File: config.mk
export PLATFORM = sky130hd
export DESIGN_NAME = gssdm_core
export DESIGN_NICKNAME = d
export VERILOG_FILES = /design/src/common/gssdm_pkg.sv /design/src/design/gssdm_core.sv
export SDC_FILE = /design/constraint.sdc
export NUM_CORES = 1
export LEC_CHECK = 0
export ABC_AREA = 0
export BUFFER_PORTS_ARGS = -buffer_cell sky130_fd_sc_hd__buf_2
export CORE_UTILIZATION = 43
export CTS_CLUSTER_SIZE = 24
export DETAILED_ROUTE_END_ITERATION = 7
export SLEW_MARGIN = 10
export SYNTH_ARGS = -nofsm -noshare
export SYNTH_HDL_FRONTEND = slang
export SYNTH_SLANG_ARGS = --single-unit
File: constraint.sdc
create_clock -name i_clk -period 28.3 [get_ports i_clk]
set_input_delay 0 -clock i_clk [delete_from_list [all_inputs] [get_ports i_clk]]
set_output_delay 0 -clock i_clk [all_outputs]
set_load 0.01 [all_outputs]
File: src/common/gssdm_pkg.sv
// Constants, field layouts and carrier types for the gantry supervision block.
// Assumes one drive clock; parameters are written by the drive's own
// parameter path and the status word is forwarded to the fieldbus layer.
//
// Operation
// - A synchronized stop raises warning A.97C.
// - Mask digit value 8 to F hides the synchronized-stop warning.
// - Synchronized-stop status sits at bit 31 of the status word.
// - Status bit reads 0 in normal operation, 1 while stopping.
// - Status word layout fixed; bits 0, 8 and 20-23 read zero.
// - In mode 3 both axes go servo off; status stays 0.
// - Alarm on the stopping axis cancels stopping, uses alarm stop method.
// - Alarm stop method defaults to dynamic brake, changeable by parameter.
// - Deviation equals axis A feedback position minus axis B.
// - Alarm level range 0 to 1073741823, default 5242880, immediate.
// - Alarm level zero disables deviation alarm and warning.
// - Warning percent range 10 to 100, default 100, immediate.
// - Servo on and deviation above level raises A.50D on both axes.
// - Servo on and deviation above level*percent/100 raises A.90D.
// - An all-axes alarm on one axis also alarms the other axis.
// - Stopping ends, status 0 and servo off, below end speed.
package gssdm_pkg;

	// -------------------------------------------------------------------
	// Status word bit positions
	// -------------------------------------------------------------------
	localparam int STS_SLOWDOWN_BIT   = 1;
	localparam int STS_BRAKE_BIT      = 9;
	localparam int STS_TORQUE_LIM_BIT = 16;
	localparam int STS_GEN_IN1_BIT    = 24;
	localparam int STS_SYNC_STOP_BIT  = 31;

	// -------------------------------------------------------------------
	// Parameter selectors, reset values and ranges
	// -------------------------------------------------------------------
	localparam logic [2:0]  PSEL_ALARM_LEVEL  = 3'h0;
	localparam logic [2:0]  PSEL_WARN_PERCENT = 3'h1;
	localparam logic [2:0]  PSEL_WARN_MASK    = 3'h2;
	localparam logic [2:0]  PSEL_END_SPEED    = 3'h3;
	localparam logic [2:0]  PSEL_STOP_METHOD  = 3'h4;
	localparam logic [29:0] ALARM_LEVEL_RST   = 30'h0050_0000;
	localparam logic [29:0] ALARM_LEVEL_MAX   = 30'h3fff_ffff;
	localparam logic [6:0]  WARN_PCT_RST      = 7'h64;
	localparam logic [6:0]  WARN_PCT_MIN      = 7'h0a;
	localparam logic [6:0]  WARN_PCT_MAX      = 7'h64;
	localparam logic [36:0] PCT_DIVISOR       = 37'h00_0000_0064;
	localparam logic [15:0] WARN_MASK_RST     = 16'h0000;
	localparam int          MASK_SYNC_HIDE    = 7;
	localparam logic [15:0] END_SPEED_RST     = 16'h0100;
	localparam logic [3:0]  STOP_DYN_BRAKE    = 4'h0;

	// -------------------------------------------------------------------
	// Synchronized stopping modes and event codes
	// -------------------------------------------------------------------
	localparam logic [1:0]  SYNC_MODE_OFF     = 2'h0;
	localparam logic [1:0]  SYNC_MODE_SVOFF   = 2'h3;
	localparam logic [15:0] CODE_NONE         = 16'h0000;
	localparam logic [15:0] CODE_SYNC_WARN    = 16'h097c;
	localparam logic [15:0] CODE_DEV_ALARM    = 16'h050d;
	localparam logic [15:0] CODE_DEV_WARN     = 16'h090d;

	// -------------------------------------------------------------------
	// Carriers
	// -------------------------------------------------------------------
	typedef enum logic [1:0] {
		GSSDM_NORMAL   = 2'b00,
		GSSDM_FOLLOW_A = 2'b01,
		GSSDM_FOLLOW_B = 2'b10
	} gssdm_state_type;

	// Per-axis live signals, gathered by the axis logic outside.
	typedef struct packed {
		logic [6:0] general_input;     // Inputs 7 down to 1.
		logic       zero_speed_flag;
		logic       speed_match_flag;
		logic       speed_limit_flag;
		logic       torque_limit_flag;
		logic       origin_reached;
		logic       positioning_complete;
		logic       approach_window_flag;
		logic       distribution_complete;
		logic       reverse_soft_limit;
		logic       forward_soft_limit;
		logic       holding_brake_output;
		logic       emergency_stop_input;
		logic       latch_input_3;
		logic       latch_input_2;
		logic       latch_input_1;
		logic       reverse_overtravel;
		logic       forward_overtravel;
		logic       homing_slowdown_switch;
	} gssdm_axis_io_type;

	typedef struct packed {
		logic              servo_on;
		logic              alarm;       // Any group 1 or 2 alarm active.
		logic              pos_valid;   // Alarm keeps valid position data.
		logic [31:0]       feedback_position;
		logic [15:0]       feedback_speed;  // Magnitude, 1000 units/s.
		gssdm_axis_io_type io;
	} gssdm_axis_type;

endpackage

File: src/design/gssdm_core.sv
// Gantry supervision: synchronized-stop tracking, status words and the
// inter-axis deviation alarm and warning.
// Assumes all inputs are synchronous to i_clk and that the stopping
// control itself lives in the axis loops, which obey o_svoff_*.
`timescale 1ns/10ps

module gssdm_core (
	// Clock, reset, enable
	input  wire logic                      i_clk,
	input  wire logic                      i_rst,
	input  wire logic                      i_ce,
	// Parameter write path
	input  wire logic                      i_param_wr,
	input  wire logic [2:0]                i_param_sel,
	input  wire logic [31:0]               i_param_data,
	input  wire logic [1:0]                i_sync_mode,
	// Axis signals and host commands
	input  wire gssdm_pkg::gssdm_axis_type i_axis_a,
	input  wire gssdm_pkg::gssdm_axis_type i_axis_b,
	input  wire logic                      i_host_svoff,
	input  wire logic                      i_warn_clear,
	input  wire logic                      i_alarm_reset,
	// Status words to the host
	output logic [31:0]                    o_io_signal_status_word_a,
	output logic [31:0]                    o_io_signal_status_word_b,
	// Stopping control
	output logic                           o_sync_stop_status,
	output logic                           o_svoff_a,
	output logic                           o_svoff_b,
	output logic [3:0]                     o_stop_method,
	// Alarms and warnings
	output logic                           o_sync_warning,
	output logic                           o_dev_alarm_a,
	output logic                           o_dev_alarm_b,
	output logic                           o_dev_warning,
	output logic [15:0]                    o_event_code,
	output logic [32:0]                    o_deviation
);

	// ---------------------------------------------------------------
	// Parameter registers
	// ---------------------------------------------------------------
	logic [29:0] level_reg, level_next;
	logic [6:0]  pct_reg, pct_next;
	logic [15:0] mask_reg, mask_next;
	logic [15:0] end_speed_reg, end_speed_next;
	logic [3:0]  method_reg, method_next;

	// Writes land at once; out-of-range values clamp to the nearest limit.
	always_comb begin
		level_next     = level_reg;
		pct_next       = pct_reg;
		mask_next      = mask_reg;
		end_speed_next = end_speed_reg;
		method_next    = method_reg;
		if (i_param_wr) begin
			case (i_param_sel)
				gssdm_pkg::PSEL_ALARM_LEVEL: begin
					if (i_param_data[31:30] != 2'h0)
						level_next = gssdm_pkg::ALARM_LEVEL_MAX;
					else
						level_next = i_param_data[29:0];
				end
				gssdm_pkg::PSEL_WARN_PERCENT: begin
					if (i_param_data > 32'(gssdm_pkg::WARN_PCT_MAX))
						pct_next = gssdm_pkg::WARN_PCT_MAX;
					else if (i_param_data < 32'(gssdm_pkg::WARN_PCT_MIN))
						pct_next = gssdm_pkg::WARN_PCT_MIN;
					else
						pct_next = i_param_data[6:0];
				end
				gssdm_pkg::PSEL_WARN_MASK:   mask_next = i_param_data[15:0];
				gssdm_pkg::PSEL_END_SPEED:   end_speed_next = i_param_data[15:0];
				gssdm_pkg::PSEL_STOP_METHOD: method_next = i_param_data[3:0];
				default: ;
			endcase
		end
	end

	// Reset restores documented defaults, dynamic brake included.
	always_ff @(posedge i_clk) begin
		if (i_rst) begin
			level_reg     <= gssdm_pkg::ALARM_LEVEL_RST;
			pct_reg       <= gssdm_pkg::WARN_PCT_RST;
			mask_reg      <= gssdm_pkg::WARN_MASK_RST;
			end_speed_reg <= gssdm_pkg::END_SPEED_RST;
			method_reg    <= gssdm_pkg::STOP_DYN_BRAKE;
		end else if (i_ce) begin
			level_reg     <= level_next;
			pct_reg       <= pct_next;
			mask_reg      <= mask_next;
			end_speed_reg <= end_speed_next;
			method_reg    <= method_next;
		end
	end

	// ---------------------------------------------------------------
	// Synchronized stopping tracker
	// ---------------------------------------------------------------
	gssdm_pkg::gssdm_state_type state_reg, state_next;
	logic svoff_a_reg, svoff_a_next;
	logic svoff_b_reg, svoff_b_next;
	logic sync_warn_reg, sync_warn_next;
	logic follow_a_now, follow_b_now, stop_event;

	// The axis that did not alarm follows the one that did while the alarmed axis
	// keeps valid position, else goes servo off. Mode 3 only drops both servos, so
	// the status flag never leaves normal there.
	always_comb begin
		state_next   = state_reg;
		svoff_a_next = 1'b0;
		svoff_b_next = 1'b0;
		follow_a_now = 1'b0;
		follow_b_now = 1'b0;
		stop_event   = 1'b0;
		case (state_reg)
			gssdm_pkg::GSSDM_NORMAL: begin
				if (i_sync_mode == gssdm_pkg::SYNC_MODE_OFF) begin
					state_next = gssdm_pkg::GSSDM_NORMAL;
				end else if (i_axis_a.alarm ^ i_axis_b.alarm) begin
					stop_event = 1'b1;
					if (i_sync_mode == gssdm_pkg::SYNC_MODE_SVOFF) begin
						svoff_a_next = 1'b1;
						svoff_b_next = 1'b1;
					end else if (i_axis_b.alarm) begin
						follow_a_now = i_axis_b.pos_valid;
						svoff_a_next = !i_axis_b.pos_valid;
					end else begin
						follow_b_now = i_axis_a.pos_valid;
						svoff_b_next = !i_axis_a.pos_valid;
					end
					if (follow_a_now)
						state_next = gssdm_pkg::GSSDM_FOLLOW_A;
					else if (follow_b_now)
						state_next = gssdm_pkg::GSSDM_FOLLOW_B;
				end
			end
			gssdm_pkg::GSSDM_FOLLOW_A: begin
				// A stopping-axis alarm cancels at once; its stop method rules.
				if (i_axis_a.alarm || !i_axis_a.servo_on) begin
					state_next = gssdm_pkg::GSSDM_NORMAL;
				end else if (i_host_svoff ||
					i_axis_b.feedback_speed < end_speed_reg) begin
					state_next   = gssdm_pkg::GSSDM_NORMAL;
					svoff_a_next = 1'b1;
				end
			end
			gssdm_pkg::GSSDM_FOLLOW_B: begin
				if (i_axis_b.alarm || !i_axis_b.servo_on) begin
					state_next = gssdm_pkg::GSSDM_NORMAL;
				end else if (i_host_svoff ||
					i_axis_a.feedback_speed < end_speed_reg) begin
					state_next   = gssdm_pkg::GSSDM_NORMAL;
					svoff_b_next = 1'b1;
				end
			end
			default: state_next = gssdm_pkg::GSSDM_NORMAL;
		endcase
		// A new stop event beats a clear in the same cycle.
		sync_warn_next = stop_event || (sync_warn_reg && !i_warn_clear);
	end

	always_ff @(posedge i_clk) begin
		if (i_rst) begin
			state_reg     <= gssdm_pkg::GSSDM_NORMAL;
			svoff_a_reg   <= 1'b0;
			svoff_b_reg   <= 1'b0;
			sync_warn_reg <= 1'b0;
		end else if (i_ce) begin
			state_reg     <= state_next;
			svoff_a_reg   <= svoff_a_next;
			svoff_b_reg   <= svoff_b_next;
			sync_warn_reg <= sync_warn_next;
		end
	end

	// ---------------------------------------------------------------
	// Inter-axis deviation
	// ---------------------------------------------------------------
	logic signed [32:0] dev_next, dev_reg;
	logic [32:0]        mag;
	logic [36:0]        warn_thr;
	logic               servo_on_any;
	logic               dev_alarm_a_reg, dev_alarm_a_next;
	logic               dev_alarm_b_reg, dev_alarm_b_next;
	logic               dev_warn_reg, dev_warn_next;
	logic               alarm_trip, warn_trip;

	// The divide by 100 is a wide combinational path; it is kept since the
	// level may change at any time and must apply immediately.
	always_comb begin
		dev_next = 33'(signed'(i_axis_a.feedback_position)) -
			33'(signed'(i_axis_b.feedback_position));
		mag      = dev_next[32] ? 33'(-dev_next) : 33'(dev_next);
		warn_thr = (37'(level_reg) * 37'(pct_reg)) /
			gssdm_pkg::PCT_DIVISOR;
		servo_on_any = i_axis_a.servo_on || i_axis_b.servo_on;
		alarm_trip = servo_on_any && (level_reg != 30'h0) &&
			(37'(mag) > 37'(level_reg));
		warn_trip  = servo_on_any && (level_reg != 30'h0) &&
			(37'(mag) > warn_thr);
		// Alarm hits both axes together and holds until alarm reset.
		dev_alarm_a_next = alarm_trip ||
			(dev_alarm_a_reg && !i_alarm_reset);
		dev_alarm_b_next = alarm_trip ||
			(dev_alarm_b_reg && !i_alarm_reset);
		dev_warn_next    = warn_trip;
	end

	always_ff @(posedge i_clk) begin
		if (i_rst) begin
			dev_reg         <= 33'sh0;
			dev_alarm_a_reg <= 1'b0;
			dev_alarm_b_reg <= 1'b0;
			dev_warn_reg    <= 1'b0;
		end else if (i_ce) begin
			dev_reg         <= dev_next;
			dev_alarm_a_reg <= dev_alarm_a_next;
			dev_alarm_b_reg <= dev_alarm_b_next;
			dev_warn_reg    <= dev_warn_next;
		end
	end

	// ---------------------------------------------------------------
	// Status words and event code
	// ---------------------------------------------------------------
	logic [31:0] word_a_reg, word_b_reg, word_a_next, word_b_next;
	logic [15:0] code_reg, code_next;
	logic        sync_active, sync_warn_shown;

	// Packs one axis into the host status word; reserved bits are zero.
	function automatic logic [31:0] pack_word(
		input gssdm_pkg::gssdm_axis_io_type io, input logic stop_flag);
		logic [31:0] w;
		w = 32'h0000_0000;
		w[gssdm_pkg::STS_SLOWDOWN_BIT +: 7] = {io.emergency_stop_input,
			io.latch_input_3, io.latch_input_2, io.latch_input_1,
			io.reverse_overtravel, io.forward_overtravel,
			io.homing_slowdown_switch};
		w[gssdm_pkg::STS_BRAKE_BIT +: 7] = {io.origin_reached,
			io.positioning_complete, io.approach_window_flag,
			io.distribution_complete, io.reverse_soft_limit,
			io.forward_soft_limit, io.holding_brake_output};
		w[gssdm_pkg::STS_TORQUE_LIM_BIT +: 4] = {io.zero_speed_flag,
			io.speed_match_flag, io.speed_limit_flag, io.torque_limit_flag};
		w[gssdm_pkg::STS_GEN_IN1_BIT +: 7] = io.general_input;
		w[gssdm_pkg::STS_SYNC_STOP_BIT] = stop_flag;
		return w;
	endfunction

	// Alarm outranks warnings in the single code shown to the host.
	always_comb begin
		sync_active     = (state_reg != gssdm_pkg::GSSDM_NORMAL);
		sync_warn_shown = sync_warn_reg &&
			!mask_reg[gssdm_pkg::MASK_SYNC_HIDE];
		word_a_next = pack_word(i_axis_a.io, sync_active);
		word_b_next = pack_word(i_axis_b.io, sync_active);
		if (dev_alarm_a_reg || dev_alarm_b_reg)
			code_next = gssdm_pkg::CODE_DEV_ALARM;
		else if (dev_warn_reg)
			code_next = gssdm_pkg::CODE_DEV_WARN;
		else if (sync_warn_shown)
			code_next = gssdm_pkg::CODE_SYNC_WARN;
		else
			code_next = gssdm_pkg::CODE_NONE;
	end

	always_ff @(posedge i_clk) begin
		if (i_rst) begin
			word_a_reg <= 32'h0000_0000;
			word_b_reg <= 32'h0000_0000;
			code_reg   <= gssdm_pkg::CODE_NONE;
		end else if (i_ce) begin
			word_a_reg <= word_a_next;
			word_b_reg <= word_b_next;
			code_reg   <= code_next;
		end
	end

	// ---------------------------------------------------------------
	// Outputs
	// ---------------------------------------------------------------
	assign o_io_signal_status_word_a = word_a_reg;
	assign o_io_signal_status_word_b = word_b_reg;
	assign o_sync_stop_status        = word_a_reg[gssdm_pkg::STS_SYNC_STOP_BIT];
	assign o_svoff_a                 = svoff_a_reg;
	assign o_svoff_b                 = svoff_b_reg;
	assign o_stop_method             = method_reg;  // Shared by both axes.
	assign o_sync_warning            = sync_warn_reg &&
		!mask_reg[gssdm_pkg::MASK_SYNC_HIDE];
	assign o_dev_alarm_a             = dev_alarm_a_reg;
	assign o_dev_alarm_b             = dev_alarm_b_reg;
	assign o_dev_warning             = dev_warn_reg;
	assign o_event_code              = code_reg;
	assign o_deviation               = dev_reg;

endmodule

-- After elaboration in Yosys (flattened, before gate mapping)
Index checks and enable logic that the tools add are counted.
- flip-flop bits (word level): 174
- logic and storage cells: 116
- $add $sub $neg: 2
- multipliers: 1
- div/mod/pow operators: 1
- magnitude comparators: 6
- equal/unequal tests: 11
- muxes and demuxes: 43
- bitwise gates (word level): 1
- reductions and logical operators: 35
- operators by type and width (kind ; count):
    $div A37 B7 Y37 const B ; 1
    $gt A33 B37 Y1 ; 1
    $mul A30 B7 Y37 ; 1
    $mux W12 ; 3
    $gt A33 B30 Y1 ; 1
    $mux W33 ; 1
    $neg A33 Y33 ; 1
    $sub A32 B32 Y33 ; 1
    $gt A32 B7 Y1 const B ; 1
    $lt A16 B16 Y1 ; 2
    $lt A32 B4 Y1 const B ; 1
    $mux W30 ; 1
    $reduce_bool A30 Y1 ; 1
    $mux W1 ; 25
    $mux W2 ; 8
    $reduce_and A3 Y1 ; 5
    $mux W7 ; 2
    $logic_or A1 B1 Y1 ; 9
    $ne A3 B3 Y1 const B ; 3
    $logic_and A1 B1 Y1 ; 7
    $logic_not A1 Y1 ; 7
    $eq A3 B2 Y1 const B ; 2
    $pmux W2 S3 ; 1
    $reduce_and A5 Y1 ; 1
    10 further kinds ; 14

-- Logic depth before layout (Yosys ltp)
Gate-level depths: netlist (run 1).
- depth in word-level cells: 10
- mapped depth: 117
- gate-level depth less buffers: 104

-- Worst setup path after synthesis (run 1)
No wires, ideal clock.
- kind: reg2reg
- start point: reg pct_reg[6]
- end point: reg dev_warn_reg (netlist: o_dev_warning)
- library setup time: 0.128 ns
- arrival: 24.822 ns
- required time: 28.172 ns
- slack: 3.350 ns
- stages on the path, launching flop included: 112
- buffers on the path: 12
- clock period less this slack: 24.950 ns
- cell sequence: dfxtp_1 clkbuf_1 nand2_1 fa_1 inv_1 fa_1 inv_1 fa_1 fa_1 inv_1 ha_1 buf_4 a21oi_1 o21ai_1 a211oi_1 nor2_1 or4_4 and2_1 [76 not listed] o21a_1 o21ai_0 nand2b_1 a21oi_1 nor2_1 a211oi_1 o21ai_0 a22o_1 o21ai_0 a21boi_0 o21ai_0 nand2b_1 a21oi_1 nor2b_1 o21ai_0 a21oi_1 a21oi_1 nor2_1
- word-level cells in the longest chain between the ends: 4
- ends and longest elaborated chain (item ; RTL line ; text):
    start: declaration ; gssdm_core.sv:44 ; logic [6:0] pct_reg, pct_next;
    start signal: assignment ; gssdm_core.sv:84 ; pct_reg <= gssdm_pkg::WARN_PCT_RST;
    start signal: assignment ; gssdm_core.sv:90 ; pct_reg <= pct_next;
    $mul A30 B7 Y37 ; gssdm_core.sv:195 ; warn_thr = (37'(level_reg) * 37'(pct_reg)) /
    $div A37 B7 Y37 ; gssdm_core.sv:195 ;
    $gt A33 B37 Y1 ; gssdm_core.sv:201 ; (37'(mag) > warn_thr);
    $logic_and A1 B1 Y1 ; gssdm_core.sv:200 ; warn_trip = servo_on_any && (level_reg != 30'h0) &&
    end signal: assignment ; gssdm_core.sv:220 ; dev_warn_reg <= dev_warn_next;
    end: declaration ; gssdm_core.sv:186 ; logic dev_warn_reg, dev_warn_next;
No other way between the ends.
A chain may end at the register's enable or synchronous reset.

-- Worst setup path after layout (run 1)
- start point: reg level_reg[14]
- end point: reg dev_warn_reg (netlist: o_dev_warning)
- word-level cells in the longest chain between the ends: 4
- ends and longest elaborated chain (item ; RTL line ; text):
    start: declaration ; gssdm_core.sv:43 ; logic [29:0] level_reg, level_next;
    start signal: assignment ; gssdm_core.sv:83 ; level_reg <= gssdm_pkg::ALARM_LEVEL_RST;
    start signal: assignment ; gssdm_core.sv:89 ; level_reg <= level_next;
    $mul A30 B7 Y37 ; gssdm_core.sv:195 ;
    $div A37 B7 Y37 ; gssdm_core.sv:195 ;
    $gt A33 B37 Y1 ; gssdm_core.sv:201 ;
    $logic_and A1 B1 Y1 (*) ; gssdm_core.sv:200 ;
Every way passes the cells marked *; elsewhere a longest branch is shown, timed or not.

==> results by group, run 1 <==
STA
  – Fmax: 0.0369 GHz
  – Worst clock skew: 0.0117 ns
  – Relative slew margins: 0.224
  – Final min period: 27.09 ns
  – Worst Max-Slew Pin Slew: 1.16 ns
  – Final Cycle Share: 0.957
  – Hold Fails Final Rpt: 0
  – Finish-stage setup viols: 0
  – Max Slew Vio Count: 0

GRT
  – Total Routing Usage GR: 0.290
  – Largest net degree at the start of global routing: 103
  – Vias in the first global route: 24499
  – Initial antenna violation count: 3
  – Met3 usage: 0.0443
  – Grt ovf: 0
  – Met2 usage: 0.511
  – GR peak layer: met2
  – First-pass GRT wire length: 132 mm
  – M1 GR Usage: 0.349

Drt
  – Routed WL: 84.0 mm
  – Final ANT Viol Nets: 0
  – Via count: 24648
  – WL per Instance: 19.9 um
  – First-pass DRT Iterations: 6
  – Drc violations: 0
  – DRT iter0 DRCs: 1816
  – Drt via density: 5.85

Clock network
  – H-Tree Level Count: 4
  – CTS buffer count: 17
  – Reg clk slew, reported paths: 0.08 ns
  – CTS tree: built
  – Max clock buf depth: 2
  – Clock Latency Late Sink: 0.46 ns
  – Sinks on Clock Net: 155
  – Root Buffer: clkbuf_16

Floorplan
  – Die Width: 239 um
  – DIE HEIGHT: 239 um
  – Core box area: 55300 um^2
  – IO Pins: 320
  – Starting Density: 0.437
  – Die area: 57200 um^2
  – Site Rows: 86

Critical path
  – Cell mode on critical path: a21oi_1
  – End of the worst register-to-register path: o_dev_warning
  – CP Launch Type: register
  – Crit. End Element: register
  – Slowest CP cell: dfxtp_1
  – CP max stage delay: 0.71 ns
  – Worst endpoint data arrival time: 27.41 ns
  – Worst R2R Path Depth: 97
  – Top delay family on crit path: compound AO/OA/AOI/OAI gates
  – Critical path buffer and inverter count: 2
  – R2r setup slk: 1.21 ns
  – Critical path class: reg2reg
  – Critical Path RT: 28.62 ns
  – Crit Path Max Fanout: 12
  – Worst r2r src: level_reg[14]
  – Number of cells on the critical path: 97

Synthesis
  – Commonest cells post-synth: nor2_1, nand2_1, inv_1
  – Asr flop ratio synth: 0
  – Register area share after synthesis: 0.128
  – Synth top area cells: dfxtp_1, fa_1, ha_1
  – Main synth FF type: dfxtp_1
  – Mapped Area: 24200 um^2
  – YS warnings: 0
  – Mean Syn Cell Area: 7.73 um^2
  – Synth area leader: dfxtp_1
  – Synth Register Bits: 155
  – Yosys cell types: 144
  – Post-synth EDFFs: 0
  – Post-synth top area share: 0.128
  – Synth Instances: 3126
  – Most numerous cell in the Yosys netlist: nor2_1

Place
  – Placed Area: 26200 um^2
  – DP HPWL: 67.3 mm
  – GPL Wtd Cong: 0.947
  – PortBufs: 300

Finish
  – Max FFs per register: 33
  – Layout cells sized above 1: 0.175
  – Syn-to-layout area delta: 17.3%
  – Diode count: 0
  – Layout Nets: 3969
  – Fin util: 0.513
  – Post-route cell area: 28400 um^2

Worst hold path
  – Hold Path Class: in2reg
  – Hold_sp: i_rst
  – Hold endpoint: o_io_signal_status_word_b[12]
  – Hold path cells: 2

Outcome
  – Status: complete, no violations

Job
  – Max_cap viols: 0
how the worst max path moves through the flow:
stage | from | end | slack (ns)
after CTS | pct_reg[3] | o_dev_warning | 0.02
after global placement | pct_reg[6] | o_dev_warning | 0.39
after detailed placement | pct_reg[2] | o_dev_warning | -0.04
after floorplan | pct_reg[6] | o_dev_warning | 3.35
after global routing | level_reg[26] | o_dev_warning | -0.11
final | level_reg[14] | o_dev_warning | 1.21
cell usage in the layout (no fill, tap or decap), types with 58 or more instances in the layout:
| master | n |
|---|---|
| nand3_1 | 66 |
| nor2_1 | 320 |
| and2_1 | 173 |
| o21ai_0 | 103 |
| buf_2 | 298 |
| xor2_1 | 66 |
| fa_1 | 140 |
| a21oi_1 | 199 |
| dfxtp_1 | 139 |
| mux2i_1 | 99 |
| buf_4 | 81 |
| nand2_1 | 255 |
| inv_1 | 243 |
| dlygate4sd3_1 | 93 |
| ha_1 | 175 |
| a21o_1 | 58 |
| xnor2_1 | 68 |
stage by stage:
step / hold slack, ns / setup TNS [ns] / worst slack, ns / instances
2_1_floorplan: 0.124 / 0 / 3.35 / 3144
3_3_place_gp: 0.234 / 0 / 0.385 / 4068
3_5_place_dp: 0.242 / -0.0392 / -0.0392 / 4068
4_1_cts: 0.00683 / 0 / 0.0217 / 4196
5_1_grt: 0.0329 / -0.106 / -0.106 / 4215
6_report: 0.0134 / 0 / 1.21 / 4215
cell type report:
class	count	area (um^2)
fill	5409	27000
sequential	155	3140
clock inverter	15	206
inverter	247	930
timing repair buffer	472	3030
tap	748	936
clock buffer	17	425
multi-input combinational	2561	19700
layer usage:
layer	share of wire	vias up
met5	0	-
met4	0.043	0
met3	0.063	187
met2	0.49	914
met1	0.40	11814
li1	-	11733
worst register-to-register path: cells and delay by family, from the launching register on:
| kind | cells | cell delay, ns |
|---|---|---|
| AOI/OAI and AO/OA | 53 | 13.82 |
| xor gates and xnor gates | 4 | 0.80 |
| adders and majority gates | 7 | 3.06 |
| buffers and inverters | 2 | 0.59 |
| DFF | 1 | 0.71 |
| muxes | 3 | 0.83 |
| and+or+nand+nor | 28 | 7.18 |
cell families (layout without fill, tap and decap cells):
family / after synthesis / count (layout) / synth area share
xor gates and xnor gates: 146 / 146 / 0.0538
DFF: 155 / 155 / 0.128
buffers and inverters: 428 / 751 / 0.0784
AOI/OAI and AO/OA: 856 / 856 / 0.257
adders and majority gates: 322 / 322 / 0.210
other: 1 / 19 / 0.000155
muxes: 113 / 113 / 0.0474
and+or+nand+nor: 1105 / 1105 / 0.226
what timing repair did:
item | 4_1_cts | 5_1_grt
setup endpoints to repair | 1 | 1
pin swaps | 1 | 8
hold buffers | 93 | 0
gates resized for setup | 1 | 106
setup buffers | 3 | 19
hold endpoints to repair | 111 | 0
Power of run 1 is left out: the tool's default activity adds up to more than one toggle a clock period on the data nets, which glitch-free logic cannot reach.
==> run 2, diff against run 1 <==
- CTS_CLUSTER_SIZE: 24 -> unset
- clock period: 28.3 -> 31.4 ns (I/O delays scaled with it)
==> results by group, run 2 (same netlist as run 1, synthesis figures left out) <==
Outcome
  – Status: complete, no violations

GRT
  – Met3 usage: 0.0520 (+0.00762)
  – Met2 usage: 0.498 (-0.0130)
  – Initial antenna violation count: 3 (unchanged)
  – Total Routing Usage GR: 0.288 (-0.00188)
  – First-pass GRT wire length: 131 mm (-0.60%)
  – GR peak layer: met2
  – Vias in the first global route: 24404 (-0.39%)
  – M1 GR Usage: 0.342 (-0.00697)
  – Largest net degree at the start of global routing: 103 (unchanged)
  – Grt ovf: 0 (unchanged)

Place
  – Pre-CTS WS: 1.76 ns (+1.80 ns)
  – Placed Area: 25900 um^2 (-1.1%)
  – Placed cells: 4030 (-0.93%)
  – GPL Wtd Cong: 0.961 (+1.4%)
  – PortBufs: 300 (unchanged)
  – DP HPWL: 66.3 mm (-1.6%)

Clock network
  – H-Tree Level Count: 4 (unchanged)
  – Sinks on Clock Net: 155 (unchanged)
  – Max clock buf depth: 2 (unchanged)
  – CTS tree: built
  – Reg clk slew, reported paths: 0.08 ns (about the same)
  – Root Buffer: clkbuf_16
  – Clock Latency Late Sink: 0.46 ns (about the same)
  – CTS buffer count: 17 (unchanged)

Critical path
  – Critical Path RT: 31.72 ns (+3.10 ns)
  – Worst endpoint data arrival time: 29.65 ns (+2.24 ns)
  – Crit Path Max Fanout: 11 (-1)
  – Crit. End Element: register
  – Slowest CP cell: dfxtp_1
  – Cell mode on critical path: a21oi_1
  – CP Launch Type: register
  – Top delay family on crit path: compound AO/OA/AOI/OAI gates
  – Critical path class: reg2reg
  – Critical path buffer and inverter count: 4 (+2)
  – CP max stage delay: 0.81 ns (+0.10 ns)

Drt
  – Drc violations: 0 (unchanged)
  – Routed WL: 82.6 mm (-1.6%)
  – First-pass DRT Iterations: 5 (-1)
  – Drt via density: 5.83 (-0.28%)
  – WL per Instance: 19.9 um (-0.29%)
  – DRT iter0 DRCs: 1725 (-5.0%)
  – Final ANT Viol Nets: 0 (unchanged)
  – Via count: 24252 (-1.6%)

Finish
  – Max FFs per register: 33 (unchanged)
  – Most frequent cells in the layout: nor2_1, buf_2, nand2_1, inv_1, a21oi_1
  – Final cell count without fillers: 4159 (-1.3%)
  – Post-route cell area: 27500 um^2 (-3.0%)
  – Syn-to-layout area delta: 13.7%
  – Commonest non-fill, non-tap cell in the layout: nor2_1
  – Layout Nets: 3911 (-1.5%)
  – Layout cells sized above 1: 0.142 (-0.0334)
  – Layout fillers: 5428 (+0.35%)

STA
  – Final setup margin: 2.08 ns (+0.869 ns)
  – Relative slew margins: 0.260 (+0.0354)
  – Worst Max-Slew Pin Slew: 1.09 ns (-0.0685 ns)
  – Max Slew Vio Count: 0 (unchanged)
  – Worst clock skew: 0.0122 ns (+0.000586 ns)
  – Finish-stage setup viols: 0 (unchanged)
  – RSZ-0062 raised after global routing: false
  – Fmax: 0.0341 GHz (-7.6%)
  – Final Cycle Share: 0.934 (-0.0235)
  – Setup tns final: 0 ns (unchanged)
  – Hold Fails Final Rpt: 0 (unchanged)
  – Final min period: 29.32 ns (+2.23 ns)

Floorplan
  – Starting Density: 0.437 (unchanged)
  – Die Width: 239 um (unchanged)
  – Die area: 57200 um^2 (unchanged)
  – Core box area: 55300 um^2 (unchanged)
  – Site Rows: 86 (unchanged)
  – IO Pins: 320 (unchanged)
  – DIE HEIGHT: 239 um (unchanged)

Job
  – Max_cap viols: 0 (unchanged)

Worst hold path
  – Hold Path Class: in2reg
run 2: changes by cell type in the layout (fill, tap and decap cells not counted), sizes merged:
cell	delta
clkinv	+2
dlygate4sd3	-2
buf	-56
diode	+2
inv	-2
run 2: layer usage:
| metal | up-vias | wire length [um] |
|---|---|---|
| met4 | 2 | 4010 |
| met5 | - | 9 |
| met1 | 11625 | 33500 |
| met2 | 881 | 39500 |
| met3 | 163 | 5560 |
| li1 | 11581 | - |
run 2: timing repair:
item | CTS | global route
buffers inserted | 0 | 4
hold endpoints to repair | 112 | 0
hold buffers | 91 | 0
endpoints found under the setup margin | 0 | 1
gates resized for setup | 0 | 9
run 2: tightest hold or removal path: stages:
cell and delay, ns:
buf_2 0.14, nand2_1 0.06, nor2_1 0.05, mux2i_1 0.11
nor2_1 0.08
run 2: cell type report:
cell class,count,area (um^2),share of cell area
Tap cell,748,936,0.0340
Clock inverter,15,211,0.00769
Antenna cell,2,5.00,0.000182
Clock buffer,17,425,0.0155
Sequential cell,155,3110,0.113
Timing Repair Buffer,414,2590,0.0942
Inverter,247,930,0.0338
Multi-Input combinational cell,2561,19300,0.701
run 2: path summary, 6_finish.rpt:
| kind | from | cells after the start | to | slack (ns) |
|---|---|---|---|---|
| worst min-delay path | i_param_sel[1] | 5 | mask_reg[7] | 0.02 |
| worst min register to register | end_speed_reg[3] | 2 | end_speed_reg[3] | 0.46 |
| worst max-delay path | level_reg[22] | 98 | o_dev_warning | 2.08 |
| worst max register to register | level_reg[22] | 98 | o_dev_warning | 2.08 |
run 2: per-stage QoR:
step,hold WS (ns),util
3_3_place_gp,0.235,0.468
4_1_cts,0.00983,0.496
5_1_grt,0.0456,0.497
6_report,0.0195,0.497
3_5_place_dp,0.243,0.468
2_1_floorplan,0.124,-
Power of run 2 is left out for the same reason.
